## src/rtl/icd_pkg.sv

```systemverilog
package icd_pkg;

	// Register byte offsets (one aligned word each)
	localparam logic [4:0] REG_CTRL   = 5'h00;
	localparam logic [4:0] REG_INSN   = 5'h04;
	localparam logic [4:0] REG_ACC    = 5'h08;
	localparam logic [4:0] REG_DATA   = 5'h0c;
	localparam logic [4:0] REG_FLAGS  = 5'h10;
	localparam logic [4:0] REG_STATUS = 5'h14;

	// Control fields
	localparam int CTRL_START = 0;
	localparam int CTRL_OP32  = 1;
	localparam int CTRL_MISS  = 2;

	// Status fields
	localparam int ST_BUSY    = 0;
	localparam int ST_DONE    = 1;
	localparam int ST_ILLEGAL = 2;
	localparam int ST_OP_LSB  = 8;
	localparam int ST_MSK_LSB = 16;
	localparam int ST_CYC_LSB = 24;

	// Compact flag positions, in FLAGS and in every flag-effect mask
	localparam int FL_CARRY  = 0;
	localparam int FL_PARITY = 1;
	localparam int FL_AUX    = 2;
	localparam int FL_ZERO   = 3;
	localparam int FL_SIGN   = 4;
	localparam int FL_OVER   = 5;
	localparam int FL_W      = 6;

	localparam logic [FL_W-1:0] FLAGS_RST  = 6'h00;
	localparam logic [FL_W-1:0] MSK_NONE   = 6'h00;
	localparam logic [FL_W-1:0] MSK_CARRY  = 6'h01;
	localparam logic [FL_W-1:0] MSK_ARITH  = 6'h3f;
	localparam logic [FL_W-1:0] MSK_DECADJ = 6'h1f;
	localparam logic [FL_W-1:0] MSK_DECR   = 6'h3e;

	// Opcode bytes and bit patterns
	localparam logic [7:0] OPC_CARRY_INV = 8'hf5;
	localparam logic [7:0] OPC_SIGN_EXT  = 8'h99;
	localparam logic [7:0] OPC_DEC_ADD   = 8'h27;
	localparam logic [7:0] OPC_DEC_SUB   = 8'h2f;
	localparam logic [7:0] OPC_ESCAPE    = 8'h0f;
	localparam logic [5:0] PAT_CMP_RM    = 6'h0e;  // 0011_10xx
	localparam logic [6:0] PAT_CMP_ACC   = 7'h1e;  // 0011_110w
	localparam logic [5:0] PAT_CMP_IMM   = 6'h20;  // 1000_00sw
	localparam logic [6:0] PAT_XCHG      = 7'h58;  // 1011_000w
	localparam logic [6:0] PAT_DEC_RM    = 7'h7f;  // 1111_111w
	localparam logic [4:0] PAT_DEC_SHORT = 5'h09;  // 0100_1reg
	localparam logic [6:0] PAT_DIV       = 7'h7b;  // 1111_011w
	localparam logic [1:0] MOD_REG       = 2'h3;
	localparam logic [2:0] RF_CMP_IMM    = 3'h7;
	localparam logic [2:0] RF_DEC        = 3'h1;
	localparam logic [2:0] RF_DIV        = 3'h6;

	// Decimal adjust constants
	localparam logic [7:0] DA_LOW_FIX  = 8'h06;
	localparam logic [7:0] DA_HIGH_FIX = 8'h60;
	localparam logic [3:0] DA_LOW_MAX  = 4'h9;
	localparam logic [7:0] DA_BYTE_MAX = 8'h99;

	// Execution clock counts
	localparam int CNT_W = 6;
	localparam logic [CNT_W-1:0] CYC_ONE       = 6'h01;
	localparam logic [CNT_W-1:0] CYC_MEM_HIT   = 6'h03;
	localparam logic [CNT_W-1:0] CYC_MEM_MISS  = 6'h05;
	localparam logic [CNT_W-1:0] CYC_XCHG_HIT  = 6'h05;
	localparam logic [CNT_W-1:0] CYC_XCHG_MISS = 6'h08;
	localparam logic [CNT_W-1:0] CYC_DECADJ    = 6'h04;
	localparam logic [CNT_W-1:0] CYC_DIV_B_REG = 6'h0e;  // 14
	localparam logic [CNT_W-1:0] CYC_DIV_B_MEM = 6'h0f;  // 15
	localparam logic [CNT_W-1:0] CYC_DIV_W_REG = 6'h16;  // 22
	localparam logic [CNT_W-1:0] CYC_DIV_W_MEM = 6'h17;  // 23
	localparam logic [CNT_W-1:0] CYC_DIV_D_REG = 6'h26;  // 38
	localparam logic [CNT_W-1:0] CYC_DIV_D_MEM = 6'h27;  // 39

	typedef enum logic [3:0] {
		icd_none_op,
		icd_carry_invert_op,
		icd_cmp_reg_op,
		icd_cmp_mem_op,
		icd_cmp_imm_op,
		icd_cmp_acc_op,
		icd_compare_exchange_op,
		icd_word_sign_extend_op,
		icd_decimal_adjust_add_op,
		icd_decimal_adjust_sub_op,
		icd_decrement_rm_op,
		icd_decrement_short_op,
		icd_divide_op
	} icd_op_t;

	typedef struct packed {
		logic [7:0] b0;
		logic [7:0] b1;
		logic [7:0] b2;
	} icd_insn_t;

	typedef struct packed {
		icd_op_t         op;
		logic            w;
		logic            mem;
		logic            legal;
		logic [FL_W-1:0] mask;
	} icd_dec_t;

	typedef struct packed {
		logic [31:0]     acc;
		logic [31:0]     dx;
		logic [FL_W-1:0] fl;
	} icd_arch_t;

endpackage : icd_pkg

```

## src/rtl/icd_core.sv

```systemverilog
`timescale 1ns/100ps
module icd_core import icd_pkg::*; (
	// Clock and reset
	input  wire logic        clk_i,
	input  wire logic        srst_i,
	// Avalon-MM slave
	input  wire logic [4:0]  avs_address_i,
	input  wire logic        avs_read_i,
	input  wire logic        avs_write_i,
	input  wire logic [31:0] avs_writedata_i,
	input  wire logic [3:0]  avs_byteenable_i,
	output logic      [31:0] avs_readdata_o,
	output logic             avs_waitrequest_o,
	// Execution status
	output logic             busy_o,
	output logic             done_o
);

	// Byte-lane merge of a write into an old word
	function automatic logic [31:0] merge(input logic [31:0] old, input logic [31:0] wd,
		input logic [3:0] be);
		logic [31:0] r;
		r = old;
		for (int i = 0; i < 4; i++) begin
			if (be[i]) begin
				r[i*8 +: 8] = wd[i*8 +: 8];
			end
		end
		return r;
	endfunction : merge

	// Clock count of a decoded instruction
	function automatic logic [CNT_W-1:0] cycles(input icd_dec_t d, input logic op32,
		input logic miss);
		logic [CNT_W-1:0] c;
		c = CYC_ONE;
		unique case (d.op)
			icd_cmp_mem_op: begin
				c = miss ? CYC_MEM_MISS : CYC_MEM_HIT;
			end
			icd_cmp_imm_op, icd_decrement_rm_op: begin
				if (!d.mem) begin
					c = CYC_ONE;
				end else begin
					c = miss ? CYC_MEM_MISS : CYC_MEM_HIT;
				end
			end
			icd_compare_exchange_op: begin
				c = (d.mem && miss) ? CYC_XCHG_MISS : CYC_XCHG_HIT;
			end
			icd_decimal_adjust_add_op, icd_decimal_adjust_sub_op: begin
				c = CYC_DECADJ;
			end
			icd_divide_op: begin
				if (!d.w) begin
					c = d.mem ? CYC_DIV_B_MEM : CYC_DIV_B_REG;
				end else if (!op32) begin
					c = d.mem ? CYC_DIV_W_MEM : CYC_DIV_W_REG;
				end else begin
					c = d.mem ? CYC_DIV_D_MEM : CYC_DIV_D_REG;
				end
			end
			default: begin
				c = CYC_ONE;
			end
		endcase
		return c;
	endfunction : cycles

	typedef enum logic [1:0] {
		icd_idle_st,
		icd_run_st
	} icd_state_t;

	icd_state_t       state_q;
	icd_state_t       state_d;
	icd_insn_t        insn_q;
	icd_arch_t        arch_q;
	icd_dec_t         exec_dec_q;
	logic             op32_q;
	logic             miss_q;
	logic             exec_op32_q;
	logic [CNT_W-1:0] cnt_q;
	logic [CNT_W-1:0] last_cyc_q;
	logic             done_q;
	logic             illegal_q;
	logic             wait_q;
	logic [31:0]      rdata_q;

	icd_dec_t         dec;
	icd_arch_t        exec_res;
	logic             req;
	logic             wr_fire;
	logic             wr_ctrl;
	logic             wr_insn;
	logic             wr_acc;
	logic             wr_data;
	logic             wr_flags;
	logic [31:0]      ctrl_wd;
	logic             start;
	logic             finish;
	logic [CNT_W-1:0] new_cyc;
	logic [31:0]      status_word;
	logic [31:0]      rmux;
	logic             running;
	logic             sel_ctrl;
	logic             sel_insn;
	logic             sel_acc;
	logic             sel_data;
	logic             sel_flags;
	logic             sel_status;
	logic             rd_take;
	logic             busy_d;
	logic             done_d;
	logic [31:0]      insn_wd;

	// Decode of the held instruction bytes
	icd_decode u_decode (
		.insn_i (insn_q),
		.dec_o  (dec)
	);

	// Architectural effect of the instruction in flight
	icd_exec u_exec (
		.op_i   (exec_dec_q.op),
		.op32_i (exec_op32_q),
		.st_i   (arch_q),
		.st_o   (exec_res)
	);

	// Register selects from the bus address, shared by writes and reads
	assign sel_ctrl   = avs_address_i == REG_CTRL;
	assign sel_insn   = avs_address_i == REG_INSN;
	assign sel_acc    = avs_address_i == REG_ACC;
	assign sel_data   = avs_address_i == REG_DATA;
	assign sel_flags  = avs_address_i == REG_FLAGS;
	assign sel_status = avs_address_i == REG_STATUS;

	// Bus strobes: a write commits on the edge that samples waitrequest low, one edge after its wait ends
	assign req      = avs_read_i | avs_write_i;
	assign wr_fire  = avs_write_i & ~wait_q;
	assign wr_ctrl  = wr_fire & sel_ctrl;
	assign wr_insn  = wr_fire & sel_insn;
	assign wr_acc   = wr_fire & sel_acc;
	assign wr_data  = wr_fire & sel_data;
	assign wr_flags = wr_fire & sel_flags;
	assign ctrl_wd  = merge(32'h0000_0000, avs_writedata_i, avs_byteenable_i);

	// Instruction bytes after a lane-merged write; the top byte is dropped
	assign insn_wd  = merge({8'h00, insn_q}, avs_writedata_i, avs_byteenable_i);

	// Only a read refreshes the read data, so it stands across writes
	assign rd_take  = avs_read_i & wait_q;

	// Start is ignored while an instruction runs
	assign running = state_q == icd_run_st;
	assign start   = wr_ctrl && ctrl_wd[CTRL_START] && !running;
	assign finish  = running && cnt_q == CYC_ONE;
	assign new_cyc = cycles(dec, wr_ctrl ? ctrl_wd[CTRL_OP32] : op32_q,
		wr_ctrl ? ctrl_wd[CTRL_MISS] : miss_q);

	// Next state
	always_comb begin
		state_d = state_q;
		unique case (state_q)
			icd_idle_st: begin
				if (start) begin
					state_d = icd_run_st;
				end
			end
			icd_run_st: begin
				if (finish) begin
					state_d = icd_idle_st;
				end
			end
		endcase
	end

	// Status word and read mux
	assign status_word = {{(8-CNT_W){1'b0}}, last_cyc_q,
		{(8-FL_W){1'b0}}, exec_dec_q.mask,
		4'h0, exec_dec_q.op,
		5'h00, illegal_q, done_q, running};
	assign rmux = sel_ctrl   ? {29'h0000_0000, miss_q, op32_q, 1'b0} :
		sel_insn   ? {8'h00, insn_q} :
		sel_acc    ? arch_q.acc :
		sel_data   ? arch_q.dx :
		sel_flags  ? {{(32-FL_W){1'b0}}, arch_q.fl} :
		sel_status ? status_word : 32'h0000_0000;

	// Next values of the registered status outputs
	assign busy_d = state_d == icd_run_st;
	assign done_d = finish | (done_q & ~start);

	// Bus handshake: one wait cycle, then data and release
	always_ff @(posedge clk_i) begin
		if (srst_i) begin
			wait_q  <= 1'b1;
			rdata_q <= 32'h0000_0000;
		end else begin
			wait_q  <= ~(req & wait_q);
			rdata_q <= rd_take ? rmux : rdata_q;
		end
	end

	// Configuration and instruction bytes
	always_ff @(posedge clk_i) begin
		if (srst_i) begin
			insn_q <= '0;
			op32_q <= 1'b0;
			miss_q <= 1'b0;
		end else begin
			if (wr_insn && state_q == icd_idle_st) begin
				insn_q <= insn_wd[23:0];
			end
			if (wr_ctrl) begin
				op32_q <= ctrl_wd[CTRL_OP32];
				miss_q <= ctrl_wd[CTRL_MISS];
			end
		end
	end

	// Sequencer: latch decode and count its clocks down
	always_ff @(posedge clk_i) begin
		if (srst_i) begin
			state_q     <= icd_idle_st;
			exec_dec_q  <= '{op: icd_none_op, w: 1'b0, mem: 1'b0, legal: 1'b0, mask: MSK_NONE};
			exec_op32_q <= 1'b0;
			cnt_q       <= CYC_ONE;
			last_cyc_q  <= '0;
			illegal_q   <= 1'b0;
		end else begin
			state_q <= state_d;
			if (start) begin
				exec_dec_q  <= dec;
				exec_op32_q <= ctrl_wd[CTRL_OP32];
				cnt_q       <= new_cyc;
				last_cyc_q  <= new_cyc;
				illegal_q   <= ~dec.legal;
			end else if (state_q == icd_run_st) begin
				cnt_q <= cnt_q - CYC_ONE;
			end
		end
	end

	// Done: set on finish wins over the clear by a new start
	always_ff @(posedge clk_i) begin
		if (srst_i) begin
			done_q <= 1'b0;
		end else if (finish) begin
			done_q <= 1'b1;
		end else if (start) begin
			done_q <= 1'b0;
		end
	end

	// Architectural state; instruction results win over software writes
	always_ff @(posedge clk_i) begin
		if (srst_i) begin
			arch_q.acc <= 32'h0000_0000;
			arch_q.dx  <= 32'h0000_0000;
			arch_q.fl  <= FLAGS_RST;
		end else if (finish) begin
			arch_q <= exec_res;
		end else begin
			if (wr_acc) begin
				arch_q.acc <= merge(arch_q.acc, avs_writedata_i, avs_byteenable_i);
			end
			if (wr_data) begin
				arch_q.dx <= merge(arch_q.dx, avs_writedata_i, avs_byteenable_i);
			end
			if (wr_flags && avs_byteenable_i[0]) begin
				arch_q.fl <= avs_writedata_i[FL_W-1:0];
			end
		end
	end

	// Registered outputs
	always_ff @(posedge clk_i) begin
		if (srst_i) begin
			busy_o <= 1'b0;
			done_o <= 1'b0;
		end else begin
			busy_o <= busy_d;
			done_o <= done_d;
		end
	end

	assign avs_readdata_o    = rdata_q;
	assign avs_waitrequest_o = wait_q;

endmodule : icd_core

```

## src/rtl/icd_decode.sv

```systemverilog
`timescale 1ns/100ps
module icd_decode import icd_pkg::*; (
	// Instruction bytes
	input  wire icd_insn_t insn_i,
	// Decoded result
	output icd_dec_t       dec_o
);

	// Full decode of one instruction window
	function automatic icd_dec_t decode(input icd_insn_t in);
		icd_dec_t d;
		d = '{op: icd_none_op, w: 1'b0, mem: 1'b0, legal: 1'b0, mask: MSK_NONE};
		if (in.b0 == OPC_CARRY_INV) begin
			d = '{icd_carry_invert_op, 1'b0, 1'b0, 1'b1, MSK_CARRY};
		end else if (in.b0[7:2] == PAT_CMP_RM) begin
			d.w     = in.b0[0];
			d.legal = 1'b1;
			d.mask  = MSK_ARITH;
			if (in.b1[7:6] == MOD_REG) begin
				d.op = icd_cmp_reg_op;
			end else begin
				d.op  = icd_cmp_mem_op;
				d.mem = 1'b1;
			end
		end else if (in.b0[7:1] == PAT_CMP_ACC) begin
			d = '{icd_cmp_acc_op, in.b0[0], 1'b0, 1'b1, MSK_ARITH};
		end else if (in.b0[7:2] == PAT_CMP_IMM && in.b1[5:3] == RF_CMP_IMM) begin
			d = '{icd_cmp_imm_op, in.b0[0], in.b1[7:6] != MOD_REG, 1'b1, MSK_ARITH};
		end else if (in.b0 == OPC_ESCAPE && in.b1[7:1] == PAT_XCHG) begin
			d = '{icd_compare_exchange_op, in.b1[0], in.b2[7:6] != MOD_REG, 1'b1,
				MSK_ARITH};
		end else if (in.b0 == OPC_SIGN_EXT) begin
			d = '{icd_word_sign_extend_op, 1'b1, 1'b0, 1'b1, MSK_NONE};
		end else if (in.b0 == OPC_DEC_ADD) begin
			d = '{icd_decimal_adjust_add_op, 1'b0, 1'b0, 1'b1, MSK_DECADJ};
		end else if (in.b0 == OPC_DEC_SUB) begin
			d = '{icd_decimal_adjust_sub_op, 1'b0, 1'b0, 1'b1, MSK_DECADJ};
		end else if (in.b0[7:1] == PAT_DEC_RM && in.b1[5:3] == RF_DEC) begin
			d = '{icd_decrement_rm_op, in.b0[0], in.b1[7:6] != MOD_REG, 1'b1,
				MSK_DECR};
		end else if (in.b0[7:3] == PAT_DEC_SHORT) begin
			d = '{icd_decrement_short_op, 1'b1, 1'b0, 1'b1, MSK_DECR};
		end else if (in.b0[7:1] == PAT_DIV && in.b1[5:3] == RF_DIV) begin
			d = '{icd_divide_op, in.b0[0], in.b1[7:6] != MOD_REG, 1'b1, MSK_NONE};
		end
		return d;
	endfunction : decode

	// Decoder output
	assign dec_o = decode(insn_i);

endmodule : icd_decode

```

## src/rtl/icd_exec.sv

```systemverilog
`timescale 1ns/100ps
module icd_exec import icd_pkg::*; (
	// Operation
	input  wire icd_op_t   op_i,
	input  wire logic      op32_i,
	// State before and after
	input  wire icd_arch_t st_i,
	output icd_arch_t      st_o
);

	// Sign, zero, parity of a result byte
	function automatic logic [2:0] szp(input logic [7:0] v);
		return {v[7], v == 8'h00, ~^v};
	endfunction : szp

	logic [7:0] acc_lo;
	logic       carry_in;
	logic       aux_in;
	logic       low_fix;
	logic       high_fix;
	logic [8:0] add_lo;
	logic [8:0] sub_lo;
	logic [7:0] add_res;
	logic [7:0] sub_res;
	logic [2:0] add_szp;
	logic [2:0] sub_szp;

	// Correction decisions on the original byte
	assign acc_lo   = st_i.acc[7:0];
	assign carry_in = st_i.fl[FL_CARRY];
	assign aux_in   = st_i.fl[FL_AUX];
	assign low_fix  = (acc_lo[3:0] > DA_LOW_MAX) || aux_in;
	assign high_fix = (acc_lo > DA_BYTE_MAX) || carry_in;
	assign add_lo   = {1'b0, acc_lo} + (low_fix ? {1'b0, DA_LOW_FIX} : 9'h000);
	assign sub_lo   = {1'b0, acc_lo} - (low_fix ? {1'b0, DA_LOW_FIX} : 9'h000);
	assign add_res  = add_lo[7:0] + (high_fix ? DA_HIGH_FIX : 8'h00);
	assign sub_res  = sub_lo[7:0] - (high_fix ? DA_HIGH_FIX : 8'h00);
	assign add_szp  = szp(add_res);
	assign sub_szp  = szp(sub_res);

	// Result selection; unlisted flags keep their value
	always_comb begin
		st_o = st_i;
		unique case (op_i)
			icd_carry_invert_op: begin
				st_o.fl[FL_CARRY] = ~carry_in;
			end
			icd_word_sign_extend_op: begin
				if (op32_i) begin
					st_o.dx = {32{st_i.acc[31]}};
				end else begin
					st_o.dx[15:0] = {16{st_i.acc[15]}};
				end
			end
			icd_decimal_adjust_add_op: begin
				st_o.acc[7:0]  = add_res;
				st_o.fl[FL_CARRY]  = high_fix | add_lo[8];
				st_o.fl[FL_AUX]    = low_fix;
				st_o.fl[FL_SIGN]   = add_szp[2];
				st_o.fl[FL_ZERO]   = add_szp[1];
				st_o.fl[FL_PARITY] = add_szp[0];
			end
			icd_decimal_adjust_sub_op: begin
				st_o.acc[7:0]  = sub_res;
				st_o.fl[FL_CARRY]  = high_fix | sub_lo[8];
				st_o.fl[FL_AUX]    = low_fix;
				st_o.fl[FL_SIGN]   = sub_szp[2];
				st_o.fl[FL_ZERO]   = sub_szp[1];
				st_o.fl[FL_PARITY] = sub_szp[0];
			end
			default: begin
				st_o = st_i;
			end
		endcase
	end

endmodule : icd_exec

```

## config.mk

```make
export PLATFORM = sky130hd
export DESIGN_NAME = icd_core
export DESIGN_NICKNAME = d
export VERILOG_FILES = /design/src/rtl/icd_pkg.sv /design/src/rtl/icd_core.sv /design/src/rtl/icd_decode.sv /design/src/rtl/icd_exec.sv
export SDC_FILE = /design/constraint.sdc
export NUM_CORES = 1
export LEC_CHECK = 0
export ABC_CLOCK_PERIOD_IN_PS = 4700
export CAP_MARGIN = 20
export CORE_AREA = 4 4 137 125
export DETAILED_ROUTE_END_ITERATION = 8
export DIE_AREA = 0 0 141 129
export DONT_BUFFER_PORTS = 1
export GPL_TIMING_DRIVEN = 0
export PLACE_DENSITY_LB_ADDON = 0.25
export SYNTH_ARGS = -nofsm -noshare
export SYNTH_HDL_FRONTEND = slang
export SYNTH_SLANG_ARGS = --single-unit
```

## constraint.sdc

```tcl
create_clock -name clk_i -period 4.7 [get_ports clk_i]
set_input_delay 0.705 -clock clk_i [delete_from_list [all_inputs] [get_ports clk_i]]
set_output_delay 0.705 -clock clk_i [all_outputs]
set_load 0.1 [all_outputs]
```

Word level (Yosys, flattened, before mapping):

Cells that the tools add are included.

* $add $sub $neg: 5
* reductions and logical operators: 44
* equality and inequality tests: 41
* order comparisons: 2
* mux-type cells: 54
* bitwise gates (word level): 19

Operators with widths (count)
* two-way mux 32 bit: 6
* two-way mux 13 bit: 11
* two-way mux 30 bit: 2
* two-way mux 46 bit: 1
* two-way mux 8 bit: 5
* two-way mux 16 bit: 2
* two-way mux 6 bit: 5
* case mux 6 bit (5 select lines): 1
* == test 4 bit, second input constant: 6
* == test 7 bit, second input constant: 3
* AND reduction 3 bit: 6
* nonzero test 2 bit: 9
* == test 8 x 6 -> 1 bit, second input constant: 2
* == test 8 bit, second input constant: 2
* zero test 8 bit: 2
* case mux 8 bit (2 select lines): 1
* XNOR reduction 8 bit: 2
* == test 5 x 4 -> 1 bit, second input constant: 3
* == test 4 x 3 -> 1 bit, second input constant: 3
* two-way mux 3 bit: 4
* AND reduction 2 bit: 6
* == test 5 bit, second input constant: 2
* logical AND 1 bit: 10
* adder 8 x 3 -> 9 bit: 1
* other kinds (38): 70

* output and inout port bits: 35
* logic and storage cells: 193
* flip-flop bits (word level): 158
* input bits: 45

Depth between registers and ports, before layout:

* word-level depth: 18
* depth in mapped cells: 19
* mapped depth without buffers: 19

Hierarchy:

From an unflattened synthesis, not the netlist that was laid out.

* cells, all modules: 1093
* area, all modules: 8913.5 µm²

Modules (own cells, without submodules)
* icd_core: seq. area each 3163.0 µm², cells an instance 837, instances 1, area each 7045.5 µm²
* icd_exec: seq. area each 0.0 µm², cells an instance 187, instances 1, area each 1411.4 µm²
* icd_decode: seq. area each 0.0 µm², cells an instance 69, instances 1, area each 456.7 µm²

Worst setup path before layout:

No wires, ideal clock.

* path type: reg-to-reg
* from: reg arch_q[41] in the netlist's numbering
* to: reg arch_q[1] in the netlist's numbering
* library setup time: 0.132 ns
* clock period less this slack: 3.660 ns
* stages on the path, launching flop included: 19
* data required time: 4.568 ns
* arrival time: 3.528 ns
* path buffers: 1
* slack: 1.040 ns
* cells stage by stage: dfxtp_1 > clkbuf_1 > a21o_1 > ha_1 > inv_1 > fa_1 > nor2_1 > xor2_1 > ha_1 > fa_1 > xor2_1 > xnor2_1 > ha_1 > xnor2_1 > xnor2_1 > nand2_1 > o21ai_0 > a22oi_1 > a21oi_1

* cells in the longest elaborated chain, start to end: 8
* elaborated cells between the ends (all ways): 14
* those cells by class: 4 x add/sub; 2 x order compare; 4 x mux; 4 x reduce/logical

RTL lines
* start: declaration: line icd_core.sv:78 `icd_arch_t arch_q;`
* start signal: assignment: line icd_core.sv:264 `arch_q <= exec_res;`
* greater-than comparator 4 bit: line icd_exec.sv:32 `assign low_fix = (acc_lo[3:0] > DA_LOW_MAX) || aux_in;`
* logical OR 1 bit: line icd_exec.sv:32
* two-way mux 3 bit: line icd_exec.sv:34, icd_exec.sv:35
* subtractor 8 x 9 -> 9 bit or adder 8 x 3 -> 9 bit (tied branches): line icd_exec.sv:35, icd_exec.sv:34
* subtractor 8 bit or adder 8 bit (tied branches): line icd_exec.sv:37, icd_exec.sv:36
* XNOR reduction 8 bit: line icd_exec.sv:13 `return {v[7], v == 8'h00, ~^v};`
* case mux 4 bit (2 select lines) (*): line icd_exec.sv:44 `unique case (op_i)`
* two-way mux 46 bit (*): line icd_core.sv:263 `end else if (finish) begin`

Every way passes the cells marked *; elsewhere a longest branch is shown, timed or not. The select of a mux whose other input is x is not followed.
A chain may end at the register's enable or synchronous reset.

Worst setup path in the final report:

Same ends and word-level chain as after synthesis.

==> key figures <==
Run status
  • Status: completed

Detailed routing
  • Via-per-instance ratio: 6.39
  • Post-Route M1 WL: 11700 um
  • Max layer used: met4
  • Routed vias: 7496
  • Met2 routed WL: 11400 um
  • Total detailed-routing wirelength: around 27000 um
  • DRC: 0
  • DR iter-0 viols: between 800 and 900
  • Avg WL per Cell: 22.6 um
  • Drt first pass iters: 5
  • Met3 wire len: 2930 um
  • ANT nets after route: 0

Timing
  • RSZ-0062 raised after global routing: no
  • Hold Fails Final Rpt: 0
  • Hold slack: roughly 380 ps
  • Final Critical Period: 4270 ps
  • Headroom to the max-slew limit: 0.285
  • Worst-margin pin slew: 1070 ps
  • Achievable Freq: around 230 MHz
  • Final TNS setup: 0 ps
  • Fin crit share: 0.909
  • Max Clock Skew: a little under 7 ps
  • Finish-stage setup viols: 0
  • Max Slew Vio Count: 0

Finish
  • Ratio of cells with drive above 1 in the final layout: 0.0855
  • Util after Layout: 0.561
  • Ant diodes: 0
  • Area Overhead vs Synth: 10.3%
  • Layout net count: around 1000
  • Final cell count without fillers: 1173

Global routing
  • Vias in the first global route: between 7000 and 8000
  • Largest net degree at the start of global routing: 17
  • Tot GR Track Use: 0.292
  • First-pass GRT wire length: 40800 um
  • Initial antenna violation count: 0
  • GRT overflow: 0

Power
  • PwrDens: approximately 330 nW/um2
  • Sequential share of power: 0.497
  • Clock share of power: 0.456
  • Switching part of the total power: 0.273
  • Leak: about 0.0032 uW
  • P_sw: about 800 uW
  • Total Power: 2900 uW
  • Power Internal: 2110 uW
  • Comb pwr share: 0.047
  • Max VDD drop: approximately 270 uV

Yosys
  • Synth area leaders: dfxtp_1, a21oi_1, nand2_1
  • Synthesized instance count: 941
  • Yosys cell types: 80
  • Syn Nets: 1008
  • Number of synthesized flops with an enable pin: 0
  • Post-synth top area cell: dfxtp_1
  • Sequential fraction of the synthesis area: 0.394
  • Ys flop type: dfxtp_1
  • Yosys top cell area share: 0.394
  • Syn Area/Cell: 8.38 um2
  • Synth Register Bits: 155
  • Synthesis Warnings: 0
  • Most frequent cell after synthesis: dfxtp_1
  • Mapped cell area: 7880 um2
  • Commonest cells post-synth: dfxtp_1, nand2_1, nor2_1
  • Async SR Flop Fraction: 0

Die
  • Initial core utilization: 0.509
  • DIE WIDTH: 141 um
  • Core ar.: between 15000 and 20000 um2
  • Die Ht: 129 um
  • Die area: 18200 um2
  • I/O pin total: 80
  • FP Rows: 43

Placement
  • Final RePlAce weighted congestion: 0.985
  • Placed cells: between 1000 and 1500
  • Hpwl dp: about 19000 um
  • Port Buffer Count: 0

CTS
  • CTS Buf Count: 17
  • H-tree depth: 4
  • Clk Latency, worst-skew pair: ~420 ps
  • Root Driver: clkbuf_16
  • Post-CTS sizing: 0
  • Worst-path clk slew: ~60 ps
  • Post-CTS Setup Bufs: 0
  • Hold Buf Count CTS: 0
  • CTS tree: yes
  • CTS Buffer Depth: 2
  • Clock sink count: 155

Critical path
  • WP data required: 4980 ps
  • Setup crit end: arch_q[1]
  • CP Depth: 18
  • Reg2reg end: arch_q[1]
  • CP startpoint kind: flip-flop
  • Path type of the worst setup path: flip-flop to flip-flop
  • Critical path startpoint: arch_q[41]
  • Delay-heaviest family, CP: adder cells
  • CP max-delay cell: clkbuf_1
  • Register-to-Register Path Depth: 18
  • Worst path cell trace: clkbuf_1 -> a21o_1 -> ha_1 -> inv_1 -> fa_1 -> nor2_1 -> xor2_1 -> ha_1 -> fa_1 -> xor2_1 -> xnor2_1 -> ha_1 -> xnor2_1 -> xnor2_1 -> nand2_1 -> o21ai_0 -> a22oi_1 -> a21oi_1
  • Worst R2R Start: arch_q[41]
  • CP Max Fanout: 10
  • Arrival @ worst endpoint: 4550 ps
  • CP peak stage delay: between 400 and 500 ps
  • CP bufs+invs: 2
  • Setup slack, reg-to-reg: 430 ps
  • CP endpoint kind: flip-flop

Job
  • Max-cap violations: 0

Min path
  • Worst hold path type: input pin to flip-flop
-- kinds of logic (layout without fill, tap and decap cells) --
kind of cell | Yosys count | in the layout | share of synthesized area
adders and majority gates | 22 | 22 | 0.0387
DFF | 155 | 155 | 0.394
and+or+nand+nor | 339 | 339 | 0.210
AOI/OAI and AO/OA | 277 | 277 | 0.230
muxes | 47 | 47 | 0.0611
xor gates and xnor gates | 18 | 18 | 0.0200
buffers and inverters | 83 | 113 | 0.0460
-- flip-flops by register name, summed over array words and instances (netlist names), 2 cells and up --
name	count
arch_q	70
avs_readdata_o	32
insn_q	24
exec_dec_q	7
cnt_q	6
last_cyc_q	6
state_q	2
-- worst min path at each step --
stage                    start                end  depth (start not counted)
CTS                 avs_read_i  avs_waitrequest_o                          1
finish              avs_read_i  avs_waitrequest_o                          1
global placement    arch_q[18]         arch_q[18]                          2
floorplan           arch_q[18]         arch_q[18]                          2
detailed placement   insn_q[4]          insn_q[4]                          2
global route        avs_read_i  avs_waitrequest_o                          1
-- cells in the final DEF (no fill, tap or decap), types with 18 or more instances in the layout --
| cell | synthesis | routed |
|---|---|---|
| a211oi_1 | 19 | 19 |
| a21oi_1 | 102 | 102 |
| a221oi_1 | 18 | 18 |
| a22oi_1 | 24 | 24 |
| clkbuf_1 | 48 | 48 |
| dfxtp_1 | 155 | 155 |
| ha_1 | 18 | 18 |
| mux2i_1 | 38 | 38 |
| nand2_1 | 117 | 117 |
| nor2_1 | 107 | 107 |
| nor3_1 | 25 | 25 |
| o21ai_0 | 43 | 43 |
-- power groups by stage --
| stage | combinational, uW | clock, uW | sequential, uW |
|---|---|---|---|
| after floorplan | 83.5 | 0 | 1470 |
| after global placement | 130 | 0 | 1470 |
| after detailed placement | 131 | 0 | 1470 |
| after CTS | 132 | 1320 | 1440 |
| after global routing | 147 | 1380 | 1440 |
| final | 137 | 1320 | 1440 |
-- per-stage QoR --
step | worst slack, ps | instance area, um2
floorplan | 1040 | 7880
global placement | 509 | 8140
detailed placement | 456 | 8140
CTS | 436 | 8690
global route | 148 | 8690
finish | 427 | 8690
-- worst reg2reg max path: stages, from the launching register on --
cell and delay (ps):
dfxtp_1 320, clkbuf_1 450, a21o_1 380, ha_1 240, inv_1 60, fa_1 440
nor2_1 160, xor2_1 90, ha_1 210, fa_1 370, xor2_1 160, xnor2_1 270
ha_1 290, xnor2_1 200, xnor2_1 80, nand2_1 70, o21ai_0 90, a22oi_1 190
a21oi_1 80
-- layer usage --
layer | global-route usage | up-vias
met5 | 0 | -
met4 | 0.0877 | 0
met3 | 0.0821 | 44
met2 | 0.434 | 397
met1 | 0.414 | 3609
li1 | - | 3446
-- final cells by class --
class	instances	area (um2)
Tap cell	202	253
Multi-Input combinational cell	703	4420
Buffer	69	310
Clock buffer	18	439
Clock inverter	12	116
Inverter	14	52.6
Fill cell	1475	6800
Sequential cell	155	3100
(Power assumes the default switching activity.)
